--- config.mk ---
export PLATFORM = sky130hd
export DESIGN_NAME = ubt_rx_sampler
export DESIGN_NICKNAME = d
export VERILOG_FILES = /design/src/ubt_pkg.sv /design/src/ubt_buffer.sv /design/src/ubt_rx_sampler.sv
export SDC_FILE = /design/constraint.sdc
export NUM_CORES = 1
export LEC_CHECK = 0
export BUFFER_PORTS_ARGS = -buffer_cell sky130_fd_sc_hd__buf_4
export CAP_MARGIN = 20
export CORE_ASPECT_RATIO = 0.5
export CORE_UTILIZATION = 56
export CTS_CLUSTER_DIAMETER = 150
export DETAILED_ROUTE_END_ITERATION = 12
export PLACE_DENSITY = 0.8
export SLEW_MARGIN = 20
export SYNTH_ARGS = -nofsm -noshare
export SYNTH_HDL_FRONTEND = slang
export SYNTH_SLANG_ARGS = --single-unit
--- constraint.sdc ---
create_clock -name clk -period 3.1 [get_ports clk]
set_input_delay 0 -clock clk [delete_from_list [all_inputs] [get_ports clk]]
set_output_delay 0 -clock clk [all_outputs]
set_load 0.01 [all_outputs]
--- src/ubt_pkg.sv ---
// Purpose: shared constants and types for the serial bit-timing and receive sampler
// Assumes: 32-bit AXI4-Lite register access, one word per register
// Notes: offsets are byte addresses

package ubt_pkg;
    // register byte offsets
    localparam logic [7:0] CTRL_OFFSET = 8'h00;
    localparam logic [7:0] DIV_OFFSET = 8'h04;
    localparam logic [7:0] STAT_OFFSET = 8'h08;
    localparam logic [7:0] DATA_OFFSET = 8'h0C;
    // control field positions
    localparam int CTRL_RX_EN_BIT = 0;
    localparam int CTRL_PAR_EN_BIT = 1;
    localparam int CTRL_STOP2_BIT = 2;
    localparam int CTRL_SRC_BIT = 3;
    localparam int CTRL_BTS_LSB = 4;
    // reset values
    localparam logic [7:0] DIV_RESET = 8'h00;
    localparam logic [2:0] BTS_RESET = 3'h0;
    // bit time select codes
    localparam logic [2:0] BTS_16 = 3'h0;
    localparam logic [2:0] BTS_16_17 = 3'h1;
    localparam logic [2:0] BTS_15 = 3'h2;
    localparam logic [2:0] BTS_15_16 = 3'h3;
    localparam logic [2:0] BTS_17 = 3'h4;
    // tick index values
    localparam logic [4:0] TICK_START_17 = 5'h10;
    localparam logic [4:0] TICK_START_16 = 5'h0F;
    localparam logic [4:0] TICK_START_15 = 5'h0E;
    localparam logic [4:0] TICK_SAMPLE_A = 5'h08;
    localparam logic [4:0] TICK_SAMPLE_B = 5'h07;
    localparam logic [4:0] TICK_SAMPLE_C = 5'h06;
    localparam int DATA_BITS = 8;
    // axi response codes
    localparam logic [1:0] RESP_OKAY = 2'h0;
    localparam logic [1:0] RESP_SLVERR = 2'h2;

    // received word with its error flags
    typedef struct packed {
        logic framing_err;
        logic parity_err;
        logic [7:0] data;
    } ubt_word_t;

    // receiver phases
    typedef enum logic [2:0] {RX_IDLE, RX_START, RX_DATA, RX_PARITY, RX_STOP} ubt_rx_state_t;
endpackage

--- src/ubt_buffer.sv ---
// Purpose: two-entry valid/ready buffer for received words
// Assumes: single clock, synchronous active-high reset
// Notes: full when two words held; in_ready deasserts then

`timescale 1ns/1ns

module ubt_buffer import ubt_pkg::*; #(
    parameter int WIDTH = 10,
    parameter int DEPTH = 2
) (
    input wire logic clk, // system clock
    input wire logic reset, // synchronous reset
    input wire logic in_valid, // word offered
    output logic in_ready, // room for a word
    input wire logic [WIDTH-1:0] in_data, // word in
    output logic out_valid, // word available
    input wire logic out_ready, // consumer takes word
    output logic [WIDTH-1:0] out_data // oldest word
);
    localparam int PTR_W = $clog2(DEPTH);
    logic [WIDTH-1:0] mem [DEPTH];
    logic [$clog2(DEPTH)-1:0] wr_ptr;
    logic [$clog2(DEPTH)-1:0] rd_ptr;
    logic [$clog2(DEPTH):0] count;
    logic push;
    logic pop;

    // handshake terms
    assign in_ready = (count != DEPTH[$clog2(DEPTH):0]);
    assign out_valid = (count != '0);
    assign push = in_valid && in_ready;
    assign pop = out_valid && out_ready;
    assign out_data = mem[rd_ptr];

    // storage
    always_ff @(posedge clk) begin
        if (push) begin
            mem[wr_ptr] <= in_data;
        end
    end

    // pointers and occupancy
    always_ff @(posedge clk) begin
        if (reset) begin
            wr_ptr <= '0;
            rd_ptr <= '0;
            count <= '0;
        end else begin
            if (push) begin
                wr_ptr <= (wr_ptr == PTR_W'(DEPTH - 1)) ? '0 : wr_ptr + 1'b1;
            end
            if (pop) begin
                rd_ptr <= (rd_ptr == PTR_W'(DEPTH - 1)) ? '0 : rd_ptr + 1'b1;
            end
            count <= count + {{$clog2(DEPTH){1'b0}}, push} - {{$clog2(DEPTH){1'b0}}, pop};
        end
    end
endmodule // ubt_buffer

--- src/ubt_rx_sampler.sv ---
// Purpose: oversampling tick generator and receive sampler with AXI4-Lite registers
// Assumes: receive line synchronous to clk; low-speed clock enable is synchronous
// Notes: received words pass a two-entry buffer read through the data register
//
// Overview of operation
// tick every divisor plus one source counts
// bit time is 15 to 17 ticks
// codes 000/010/100 give 16/15/17 ticks
// codes 001/011 alternate, start bit shorter
// falling edge while idle starts tick counting
// tick index counts down to zero per bit
// sample at 8,7,6; majority of three
// sample points fixed for every select code
// high start bit abandons frame, await edge
// software keeps rate error within three percent
// start, eight data lsb first, parity, stops
// divisor and tick counter reload at frame start
//
// Decided for this implementation: register access over AXI4-Lite and the register offsets.

`timescale 1ns/1ns

module ubt_rx_sampler import ubt_pkg::*; #(
    parameter int DIV_WIDTH = 8
) (
    input wire logic clk, // system clock, 50 MHz
    input wire logic reset, // synchronous reset
    input wire logic low_speed_clock, // low-speed source clock enable pulse
    input wire logic receive_line, // serial input
    input wire logic [7:0] s_axi_awaddr, // write address
    input wire logic s_axi_awvalid, // write address valid
    output logic s_axi_awready, // write address ready
    input wire logic [31:0] s_axi_wdata, // write data
    input wire logic [3:0] s_axi_wstrb, // write strobes
    input wire logic s_axi_wvalid, // write data valid
    output logic s_axi_wready, // write data ready
    output logic [1:0] s_axi_bresp, // write response
    output logic s_axi_bvalid, // write response valid
    input wire logic s_axi_bready, // write response ready
    input wire logic [7:0] s_axi_araddr, // read address
    input wire logic s_axi_arvalid, // read address valid
    output logic s_axi_arready, // read address ready
    output logic [31:0] s_axi_rdata, // read data
    output logic [1:0] s_axi_rresp, // read response
    output logic s_axi_rvalid, // read response valid
    input wire logic s_axi_rready, // read response ready
    output logic oversample_tick, // one-cycle tick pulse
    output logic rx_busy // frame in progress
);
    // control fields
    logic rx_enable;
    logic parity_enable;
    logic stop_bit_count;
    logic source_clock_select;
    logic [2:0] bit_time_select;
    logic [DIV_WIDTH-1:0] baud_divisor;
    logic [7:0] false_starts;
    // timing
    logic [DIV_WIDTH-1:0] div_count;
    logic tick;
    logic src_pulse;
    logic [4:0] tick_index;
    logic long_bit;
    logic line_prev;
    // receiver
    ubt_rx_state_t state;
    logic [2:0] votes;
    logic [3:0] bit_count;
    logic [7:0] shift;
    logic parity_acc;
    logic parity_err;
    logic stop_second;
    logic voted;
    logic frame_start;
    logic bit_end;
    logic push_valid;
    ubt_word_t push_word;
    logic buf_in_ready;
    logic buf_out_valid;
    logic buf_pop;
    ubt_word_t buf_word;
    // bus
    logic aw_held;
    logic w_held;
    logic [7:0] aw_addr;
    logic [31:0] w_data;
    logic [3:0] w_strb;

    // start count of the tick index for one bit
    function automatic logic [4:0] bit_start(input logic [2:0] sel, input logic alt_long);
        unique case (sel)
            BTS_16: bit_start = TICK_START_16;
            BTS_15: bit_start = TICK_START_15;
            BTS_17: bit_start = TICK_START_17;
            BTS_16_17: bit_start = alt_long ? TICK_START_17 : TICK_START_16;
            BTS_15_16: bit_start = alt_long ? TICK_START_16 : TICK_START_15;
            default: bit_start = TICK_START_16;
        endcase
    endfunction

    // 2-of-3 vote
    function automatic logic majority(input logic [2:0] v);
        majority = (v[0] & v[1]) | (v[1] & v[2]) | (v[0] & v[2]);
    endfunction

    assign src_pulse = source_clock_select ? low_speed_clock : 1'b1;
    assign frame_start = (state == RX_IDLE) && rx_enable && line_prev && !receive_line;
    assign tick = src_pulse && (div_count == baud_divisor) && (state != RX_IDLE);
    assign bit_end = tick && (tick_index == 5'h00);
    assign voted = majority(votes);

    // divisor counter, tick after divisor plus one source counts
    always_ff @(posedge clk) begin
        if (reset || frame_start || state == RX_IDLE) begin
            div_count <= '0;
        end else if (src_pulse) begin
            div_count <= (div_count == baud_divisor) ? '0 : div_count + 1'b1;
        end
    end

    // tick output register
    always_ff @(posedge clk) begin
        if (reset) begin
            oversample_tick <= 1'b0;
        end else begin
            oversample_tick <= tick;
        end
    end

    // per-bit tick index, counting down
    always_ff @(posedge clk) begin
        if (reset) begin
            tick_index <= TICK_START_16;
            long_bit <= 1'b0;
        end else if (frame_start) begin
            tick_index <= bit_start(bit_time_select, 1'b0);
            long_bit <= 1'b1;
        end else if (bit_end) begin
            tick_index <= bit_start(bit_time_select, long_bit);
            long_bit <= !long_bit;
        end else if (tick) begin
            tick_index <= tick_index - 5'h01;
        end
    end

    // line history for edge detection
    always_ff @(posedge clk) begin
        if (reset) begin
            line_prev <= 1'b1;
        end else begin
            line_prev <= receive_line;
        end
    end

    // samples taken at fixed indices regardless of select code
    always_ff @(posedge clk) begin
        if (reset || frame_start) begin
            votes <= 3'h0;
        end else if (tick) begin
            if (tick_index == TICK_SAMPLE_A) begin
                votes[2] <= receive_line;
            end
            if (tick_index == TICK_SAMPLE_B) begin
                votes[1] <= receive_line;
            end
            if (tick_index == TICK_SAMPLE_C) begin
                votes[0] <= receive_line;
            end
        end
    end

    // frame sequencer
    always_ff @(posedge clk) begin
        if (reset) begin
            state <= RX_IDLE;
            bit_count <= 4'h0;
            shift <= 8'h00;
            parity_acc <= 1'b0;
            parity_err <= 1'b0;
            stop_second <= 1'b0;
            false_starts <= 8'h00;
            push_valid <= 1'b0;
            push_word <= '0;
        end else begin
            if (push_valid && buf_in_ready) begin
                push_valid <= 1'b0;
            end
            unique case (state)
                RX_IDLE: begin
                    if (frame_start) begin
                        state <= RX_START;
                    end
                end
                RX_START: begin
                    if (!rx_enable) begin
                        state <= RX_IDLE;
                    end else if (tick && tick_index == TICK_SAMPLE_C - 5'h01) begin
                        if (voted) begin
                            state <= RX_IDLE;
                            false_starts <= false_starts + 8'h01;
                        end
                    end else if (bit_end) begin
                        state <= RX_DATA;
                        bit_count <= 4'h0;
                        parity_acc <= 1'b0;
                    end
                end
                RX_DATA: begin
                    if (bit_end) begin
                        shift <= {voted, shift[7:1]};
                        parity_acc <= parity_acc ^ voted;
                        bit_count <= bit_count + 4'h1;
                        if (bit_count == 4'(DATA_BITS - 1)) begin
                            state <= parity_enable ? RX_PARITY : RX_STOP;
                            stop_second <= 1'b0;
                        end
                    end
                end
                RX_PARITY: begin
                    if (bit_end) begin
                        parity_err <= parity_acc ^ voted; // even parity
                        state <= RX_STOP;
                    end
                end
                RX_STOP: begin
                    if (bit_end) begin
                        if (stop_bit_count && !stop_second && voted) begin
                            stop_second <= 1'b1;
                        end else begin
                            state <= RX_IDLE;
                            push_valid <= 1'b1; // word held until the buffer has room
                            push_word <= '{framing_err: !voted,
                                           parity_err: parity_enable && parity_err,
                                           data: shift};
                            parity_err <= 1'b0;
                        end
                    end
                end
                default: state <= RX_IDLE;
            endcase
        end
    end

    ubt_buffer #(
        .WIDTH($bits(ubt_word_t)),
        .DEPTH(2)
    ) u_buffer (
        .clk(clk),
        .reset(reset),
        .in_valid(push_valid),
        .in_ready(buf_in_ready),
        .in_data(push_word),
        .out_valid(buf_out_valid),
        .out_ready(buf_pop),
        .out_data(buf_word)
    );

    // busy flag register
    always_ff @(posedge clk) begin
        if (reset) begin
            rx_busy <= 1'b0;
        end else begin
            rx_busy <= (state != RX_IDLE);
        end
    end

    // write channel capture and response
    always_ff @(posedge clk) begin
        if (reset) begin
            aw_held <= 1'b0;
            w_held <= 1'b0;
            aw_addr <= 8'h00;
            w_data <= 32'h00000000;
            w_strb <= 4'h0;
            s_axi_bvalid <= 1'b0;
            s_axi_bresp <= RESP_OKAY;
        end else begin
            if (s_axi_awvalid && s_axi_awready) begin
                aw_held <= 1'b1;
                aw_addr <= s_axi_awaddr;
            end
            if (s_axi_wvalid && s_axi_wready) begin
                w_held <= 1'b1;
                w_data <= s_axi_wdata;
                w_strb <= s_axi_wstrb;
            end
            if (aw_held && w_held && !s_axi_bvalid) begin
                aw_held <= 1'b0;
                w_held <= 1'b0;
                s_axi_bvalid <= 1'b1;
                s_axi_bresp <= (aw_addr == CTRL_OFFSET || aw_addr == DIV_OFFSET)
                    ? RESP_OKAY : RESP_SLVERR;
            end else if (s_axi_bvalid && s_axi_bready) begin
                s_axi_bvalid <= 1'b0;
            end
        end
    end

    assign s_axi_awready = !aw_held && !s_axi_bvalid;
    assign s_axi_wready = !w_held && !s_axi_bvalid;

    // control registers, written in byte lane 0
    always_ff @(posedge clk) begin
        if (reset) begin
            rx_enable <= 1'b0;
            parity_enable <= 1'b0;
            stop_bit_count <= 1'b0;
            source_clock_select <= 1'b0;
            bit_time_select <= BTS_RESET;
            baud_divisor <= DIV_WIDTH'(DIV_RESET);
        end else if (aw_held && w_held && !s_axi_bvalid && w_strb[0]) begin
            if (aw_addr == CTRL_OFFSET) begin
                rx_enable <= w_data[CTRL_RX_EN_BIT];
                parity_enable <= w_data[CTRL_PAR_EN_BIT];
                stop_bit_count <= w_data[CTRL_STOP2_BIT];
                source_clock_select <= w_data[CTRL_SRC_BIT];
                bit_time_select <= w_data[CTRL_BTS_LSB +: 3];
            end else if (aw_addr == DIV_OFFSET) begin
                baud_divisor <= w_data[DIV_WIDTH-1:0];
            end
        end
    end

    // read channel; data register read pops the buffer
    assign buf_pop = s_axi_arvalid && s_axi_arready && (s_axi_araddr == DATA_OFFSET);
    assign s_axi_arready = !s_axi_rvalid;

    always_ff @(posedge clk) begin
        if (reset) begin
            s_axi_rvalid <= 1'b0;
            s_axi_rdata <= 32'h00000000;
            s_axi_rresp <= RESP_OKAY;
        end else if (s_axi_arvalid && s_axi_arready) begin
            s_axi_rvalid <= 1'b1;
            s_axi_rresp <= RESP_OKAY;
            unique case (s_axi_araddr)
                CTRL_OFFSET: s_axi_rdata <= {25'h0, bit_time_select, source_clock_select,
                                             stop_bit_count, parity_enable, rx_enable};
                DIV_OFFSET: s_axi_rdata <= 32'(baud_divisor);
                STAT_OFFSET: s_axi_rdata <= {16'h0, false_starts, 3'h0, state,
                                             buf_in_ready, buf_out_valid};
                DATA_OFFSET: s_axi_rdata <= {21'h0, buf_out_valid, 10'(buf_word)};
                default: begin
                    s_axi_rdata <= 32'h00000000;
                    s_axi_rresp <= RESP_SLVERR;
                end
            endcase
        end else if (s_axi_rvalid && s_axi_rready) begin
            s_axi_rvalid <= 1'b0;
        end
    end
endmodule // ubt_rx_sampler

After elaboration in Yosys (flattened, before gate mapping)
Memory sizes are Yosys's and may differ from the RTL's. A register that Yosys moved wholly into a read port is not among the register bits.
Index checks and enable logic that the tools add are counted.
- logic and storage cells: 207
- register bits: 133
- output and inout bits: 43
- bits in writable memories: 20
- memories: 1
- bits of input ports: 61
- memory list (name ; words ; bits a word ; read ports ; clocked after Yosys merged registers in ; wr ports ; RTL line ; source):
    u_buffer.mem ; 2 ; 10 ; 1 ; 1 ; 1 ; ubt_buffer.sv:21 ; logic [WIDTH-1:0] mem [DEPTH];
- reductions and logical operators: 62
- add/sub/neg operators: 8
- bitwise gates (word level): 8
- eq/ne operators: 31
- multiplexer cells: 58
- operator list (kind ; number):
    $pmux 16 s4 ; 1
    $mux 3 ; 11
    $mux 1 ; 28
    $logic_and 1x1->1 ; 23
    $ne 2x2->1 const B ; 11
    $mux 5 ; 4
    $pmux 5 s4 ; 1
    $add 8x1->8 const B ; 2
    $eq 8x3->1 const B ; 2
    $eq 8x4->1 const B ; 2
    $logic_not 8->1 ; 2
    $mux 4 ; 4
    $eq 5x3->1 const B ; 3
    $pmux 3 s5 ; 1
    $reduce_bool 2->1 ; 7
    $eq 3x2->1 const B ; 4
    $pmux 5 s2 ; 1
    $reduce_and 2->1 ; 5
    $reduce_and 5->1 ; 2
    $eq 8x8->1 ; 1
    $logic_not 1->1 ; 8
    $mux 8 ; 1
    $ne 4x4->1 const B ; 2
    $pmux 4 s2 ; 1
    other kinds (24) ; 40

Depth between registers and ports, before layout
- word-level depth: 8
- depth in mapped cells: 11
- gate-level depth less buffers: 10

Hierarchy
Synthesis repeated with hierarchy kept, for this count alone.
- cells, all modules: 636
- area total of the unflattened synthesis: 6010.8 µm²
- by module, submodules not included (module ; seq. area each (µm²) ; area an instance (µm²) ; times used ; cells an instance):
    ubt_rx_sampler ; 2222.1 ; 5027.3 ; 1 ; 578
    ubt_buffer ; 700.7 ; 983.4 ; 1 ; 58

Least setup slack after synthesis
OpenSTA, ideal clock, no wires.
- kind: reg-to-reg
- start: register tick_index[0]
- end: register parity_err
- period minus slack after synthesis: 2.369 ns
- path buffers: 2
- cell stages (with the launch flop): 10
- data required time: 3.030 ns
- path slack: 0.731 ns
- arrival time: 2.299 ns
- setup time: 0.070 ns
- cell sequence: dfxtp_1 inv_1 ha_1 nand2b_1 or4_1 buf_2 or4_1 clkbuf_2 or4_1 a21oi_1
- longest elaborated chain between the ends: 4
- elaborated cells between the ends (all ways): 5
- classes of those cells: eq/ne (2); reduce/logical (3)
- ends and longest elaborated chain (element ; RTL line ; source):
    start: declaration ; ubt_rx_sampler.sv:62 ; logic [4:0] tick_index;
    start signal: assignment ; ubt_rx_sampler.sv:136 ; tick_index <= bit_start(bit_time_select, 1'b0);
    start signal: assignment ; ubt_rx_sampler.sv:139 ; tick_index <= bit_start(bit_time_select, long_bit);
    start signal: assignment ; ubt_rx_sampler.sv:142 ; tick_index <= tick_index - 5'h01;
    $logic_not 5->1 * ; ubt_rx_sampler.sv:109 ; assign bit_end = tick && (tick_index == 5'h00);
    $logic_and 1x1->1 * ; ubt_rx_sampler.sv:109 ;
    $ne 2x2->1 (no line) ; n/a ;
    $reduce_and 4->1 (no line) * ; n/a ;
    end signal: assignment ; ubt_rx_sampler.sv:221 ; parity_err <= parity_acc ^ voted;
    end: declaration ; ubt_rx_sampler.sv:71 ; logic parity_err;
Every way passes the cells marked *; elsewhere a longest branch is shown, timed or not.
A chain may end at the register's enable or synchronous reset.

Worst setup path in the final report
- start: register tick_index[0]
- end: register parity_acc
- longest elaborated chain between the ends: 4
- elaborated cells between the ends (all ways): 8
- classes of those cells: eq/ne (4); reduce/logical (4)
- ends and longest elaborated chain (element ; RTL line ; source):
    $eq 5x3->1 / $logic_not 5->1 (equally long branches) ; ubt_rx_sampler.sv:197, ubt_rx_sampler.sv:109 ;
    $logic_and 1x1->1 (on tied branches) ; ubt_rx_sampler.sv:197, ubt_rx_sampler.sv:109 ;
    $ne 2x2->1 (no line) ; n/a ;
    $reduce_and 5->1 (no line) * ; n/a ;
    end signal: assignment ; ubt_rx_sampler.sv:211 ; parity_acc <= parity_acc ^ voted;
    end: declaration ; ubt_rx_sampler.sv:70 ; logic parity_acc;
Marks and branches as above.

==> metrics.txt <==
# TYPE chip_impl_metric gauge
chip_impl_info{name="outcome",value="completed"} 1
chip_impl_metric{name="grt_overflow_total",unit=""} 0
chip_impl_metric{name="floorplan.initialDensity",unit=""} 0.586
chip_impl_metric{name="multi_input_comb_area",unit="sq um"} 2890
chip_impl_info{name="cts_tree",value="yes"} 1
chip_impl_metric{name="syn_to_final_growth",unit="%"} 20.6
chip_impl_metric{name="num_antenna_cells",unit=""} 0
chip_impl_metric{name="io_buffer_count",unit=""} 58
chip_impl_metric{name="coreArea",unit="sq um"} 10400
chip_impl_metric{name="timing.critical_path.slowest_cell_delay",unit="ps"} 620
chip_impl_info{name="critical_path.most_common_cell",value="or4_1"} 1
chip_impl_info{name="endpoint_kind",value="register"} 1
chip_impl_metric{name="final-hold-violation-count",unit=""} 0
chip_impl_metric{name="gpl.final_weighted_congestion",unit=""} 0.885
chip_impl_metric{name="layout_min_cycle_time",unit="ps"} 2700
chip_impl_info{name="min_delay_path_class",value="input pin to register"} 1
chip_impl_metric{name="maximum_count_of_clock_buffers_along_a_single_path",unit=""} 2
chip_impl_metric{name="number_of_global_route_vias_before_repair",unit=""} 4626
chip_impl_metric{name="grt_max_degree",unit=""} 78
chip_impl_metric{name="post_cts_resize_count",unit=""} 0
chip_impl_metric{name="p_leak",unit="uW"} 0.00290
chip_impl_metric{name="count_of_final_setup_violators",unit=""} 0
chip_impl_info{name="worstSetupStartpointType",value="register"} 1
chip_impl_metric{name="clock_sinks",unit=""} 136
chip_impl_metric{name="critical_path.max_fanout",unit=""} 9
chip_impl_info{name="worstReg2RegEnd",value="parity_acc$_SDFFE_PP0P_"} 1
chip_impl_info{name="worst_setup_path_startpoint",value="tick_index[0]$_SDFFE_PP1P_"} 1
chip_impl_metric{name="number_of_antenna_violations_at_the_first_check_in_global_routing",unit=""} 0
chip_impl_metric{name="drive_gt1_frac",unit=""} 0.149
chip_impl_info{name="slowest_stage",value="or4_1"} 1
chip_impl_metric{name="vias",unit=""} 5111
chip_impl_metric{name="finalNetCount",unit=""} 825
chip_impl_metric{name="grt_first_pass_wirelength",unit="mm"} 22.8
chip_impl_metric{name="total_power",unit="uW"} 4690
chip_impl_metric{name="maxClockFrequency",unit="GHz"} 0.371
chip_impl_metric{name="grt_util_all_layers",unit=""} 0.267
chip_impl_metric{name="worstSetupPathDepth",unit=""} 9
chip_impl_metric{name="detail-route-antenna-nets",unit=""} 0
chip_impl_metric{name="post_synth_inst_count",unit=""} 681
chip_impl_metric{name="power.ir.vdd_worst",unit="uV"} 419
chip_impl_metric{name="layout.filler_cells",unit=""} 769
chip_impl_metric{name="post_place_instance_area",unit="sq um"} 6530
chip_impl_info{name="regToRegStartpoint",value="tick_index[0]$_SDFFE_PP1P_"} 1
chip_impl_metric{name="synth_sequential_area_ratio",unit=""} 0.479
chip_impl_metric{name="layout.core_utilization",unit=""} 0.707
chip_impl_metric{name="power.density_cell_area",unit="nW/um^2"} 637
chip_impl_metric{name="synth.avg_cell_area",unit="sq um"} 8.96
chip_impl_metric{name="die_extent_in_y",unit="um"} 75.8
chip_impl_metric{name="slew_headroom",unit=""} 0.244
chip_impl_metric{name="ys_ff_latch",unit=""} 136
chip_impl_metric{name="maxCapViolCount",unit=""} 0
chip_impl_metric{name="worst_clock_skew",unit="ps"} 5.13
chip_impl_metric{name="cts-buffers-inserted",unit=""} 17
chip_impl_metric{name="buf_inv_on_cp",unit=""} 2
chip_impl_info{name="clock_tree.root_cell",value="clkbuf_16"} 1
chip_impl_metric{name="vias_per_cell",unit=""} 5.64
chip_impl_info{name="synth-main-ff-cell",value="dfxtp_1"} 1
chip_impl_metric{name="clock_latency_reported_for_the_late_side_of_the_worst_skew_pair",unit="ps"} 410
chip_impl_metric{name="setup-tns-final",unit="ps"} 0
chip_impl_info{name="critical_path_sink",value="parity_acc$_SDFFE_PP0P_"} 1
chip_impl_metric{name="wl_per_cell",unit="um"} 16.0
chip_impl_metric{name="final_area",unit="sq um"} 7360
chip_impl_metric{name="max_slew.worst_pin.slew",unit="ps"} 1130
chip_impl_info{name="crit_path_cell_trace",value="inv_1, ha_1, nand2b_1, or4_1, or4_1, nor2_2, buf_4, a21oi_1, nor3_1"} 1
chip_impl_metric{name="detail_route.first_pass.iterations",unit=""} 5
chip_impl_metric{name="clock_tree.htree_level_count",unit=""} 4
chip_impl_metric{name="number_of_library_cell_types_mapped_by_synthesis",unit=""} 65
chip_impl_metric{name="core.rowCount",unit=""} 26
chip_impl_metric{name="routed_wirelength",unit="mm"} 14.5
chip_impl_metric{name="postSynth.asyncResetShare",unit=""} 0
chip_impl_metric{name="synthesis.yosys.warnings",unit=""} 0
chip_impl_metric{name="detail_route.iter0.violations",unit=""} 370
chip_impl_metric{name="clk_pin_slew_worst_paths",unit="ps"} 60
chip_impl_info{name="setup.worst_path.class",value="register to register"} 1
chip_impl_metric{name="die_area",unit="sq um"} 11300
chip_impl_metric{name="regArea",unit="sq um"} 2920
chip_impl_info{name="crit_family",value="simple AND/OR/NAND/NOR gates"} 1
chip_impl_metric{name="drv_slew",unit=""} 0
chip_impl_metric{name="timing.reg2reg.worst_path_depth",unit=""} 9
chip_impl_metric{name="layout_worst_path_cycle_share",unit=""} 0.870
chip_impl_metric{name="io_pins",unit=""} 104
chip_impl_metric{name="arrival",unit="ps"} 3030
chip_impl_metric{name="synth.cell_area",unit="sq um"} 6100
chip_impl_metric{name="die_w",unit="um"} 150
chip_impl_info{name="unrepaired_setup_endpoints_after_global_routing",value="false"} 1
chip_impl_metric{name="synth-edff-count",unit=""} 20
chip_impl_metric{name="place.detailed.hpwl",unit="mm"} 9.56
chip_impl_metric{name="drc_violation_count_after_routing",unit=""} 0
chip_impl_metric{name="critical_path_required",unit="ps"} 3430
chip_impl_metric{name="setup.reg_to_reg.worst_slack",unit="ps"} 400
## registers in the layout (all words and copies together), names as in the netlist, 4 cells and up, named ones only
name and flops:
aw_addr 8, tick_index 5, div_count 8, w_data 8, false_starts 8, s_axi_rdata 16, push_word 10, shift 8
u_buffer.mem 20, baud_divisor 8, bit_count 4
## cells in the mapped netlist, drive strengths merged (2+ instances only)
cell / instances / area (sq um)
nand3: 21 / 105
nor4: 6 / 43.8
and2: 3 / 18.8
a21oi: 60 / 300
clkbuf: 23 / 108
and3: 7 / 43.8
nand2: 106 / 398
a21o: 3 / 22.5
or2: 3 / 18.8
o21ai: 16 / 80.1
nand2b: 4 / 25.0
or4: 4 / 30.0
inv: 13 / 48.8
a31o: 2 / 17.5
o221a: 2 / 22.5
o211ai: 2 / 15.0
o2bb2ai: 2 / 17.5
o221ai: 2 / 17.5
nand3b: 3 / 22.5
nor2b: 5 / 31.3
and4bb: 2 / 25.0
xnor2: 17 / 149
a22o: 2 / 17.5
ha: 10 / 125
buf: 28 / 201
mux2: 2 / 22.5
a211oi: 6 / 45.0
nor2: 85 / 324
dfxtp: 116 / 2320
o22ai: 2 / 12.5
a22oi: 10 / 75.1
a211o: 2 / 18.8
nand4: 10 / 62.6
xor2: 12 / 105
edfxtp: 20 / 601
mux2i: 32 / 320
nor3: 15 / 86.3
a31oi: 2 / 12.5
or3: 4 / 26.3
a2111oi: 2 / 17.5
## worst reg2reg max path, cell delays in order, from the launching register on
cell	delay [ps]
dfxtp_1	350
inv_1	130
ha_1	160
nand2b_1	80
or4_1	540
or4_1	620
nor2_2	260
buf_4	200
a21oi_1	90
nor3_1	200
## power by group
part	internal, uW	switching, uW	leakage [uW]
clock	1350	732	0.000297
combinational	305	358	0.00149
sequential	1850	92.8	0.00111
total	3510	1180	0.00290
## cell type report
cell class | instances | area share
Multi-Input combinational cell | 498 | 0.392
Clock buffer | 25 | 0.0673
Sequential cell | 136 | 0.397
Clock inverter | 7 | 0.0158
Timing Repair Buffer | 88 | 0.0972
Tap cell | 140 | 0.0238
Inverter | 13 | 0.00663
## metrics by stage
step                std cells  hold slack, ps  setup slack, ps
finish                    907            47.5              404
global route              907             114              238
CTS                       907            25.6              411
detailed placement        853             192              509
global placement          853             191              528
floorplan                 698            83.9              731
## layer usage
layer,routed length (um),GRT usage,up-vias
met1,6630,0.347,2390
met2,6580,0.438,204
met5,0,0,-
li1,-,-,2491
met4,212,0.113,0
met3,1050,0.0593,26
## cells by family after synthesis
kind of cell | after synthesis | share of synthesized area
AND/OR/NAND/NOR | 284 | 0.216
AO/OA/AOI/OAI | 121 | 0.122
XOR/XNOR | 29 | 0.0416
buffers and inverters | 64 | 0.0586
adder cells (fa/ha/maj) | 11 | 0.0221
flip-flops | 136 | 0.479
other | 1 | 0.000614
multiplexers | 35 | 0.0605
## cell usage in the layout, fill, tap and decap left out, types with 3 or more instances in the layout
cell           instances
inv_1                 13
xnor2_1               17
xor2_1                12
ha_1                  10
mux2i_1               32
clkbuf_1               4
nor2_1                83
nand4_1               10
nand3_1               21
a211oi_1               6
dfxtp_1              116
a22oi_1               10
nand3b_1               3
nor2b_1                5
and3_1                 7
a21o_1                 3
and2_1                 3
or2_2                  3
edfxtp_1              20
or4_1                  4
nand2b_1               4
nor3_1                14
buf_4                 66
bufinv_16              3
dlygate4sd3_1         22
o21ai_0               16
conb_1                18
a21oi_1               60
clkbuf_8               4
or3_1                  3
nand2_1              106
clkbuf_16             17
nor4_1                 5
## worst min path at each step
stage / slack [ps] / to / from / cells after the start
3_3_place_gp: 190 / s_axi_rvalid$_SDFFE_PP0P_ / s_axi_rready / 2
4_1_cts: 30 / aw_held$_SDFFE_PP0P_ / s_axi_awvalid / 3
6_report: 50 / aw_held$_SDFFE_PP0P_ / s_axi_awvalid / 3
3_5_place_dp: 190 / s_axi_rvalid$_SDFFE_PP0P_ / s_axi_rready / 2
2_1_floorplan: 80 / rx_busy$_SDFF_PP0_ / reset / 1
5_1_grt: 110 / aw_addr[4]$_SDFFE_PP0P_ / s_axi_awvalid / 4
## what timing repair did
action                    CTS  global route
setup buffers               0             0
hold endpoints to repair   24             0
hold buffers               22             0
No activity file was read; power rests on OpenSTA's default activity.
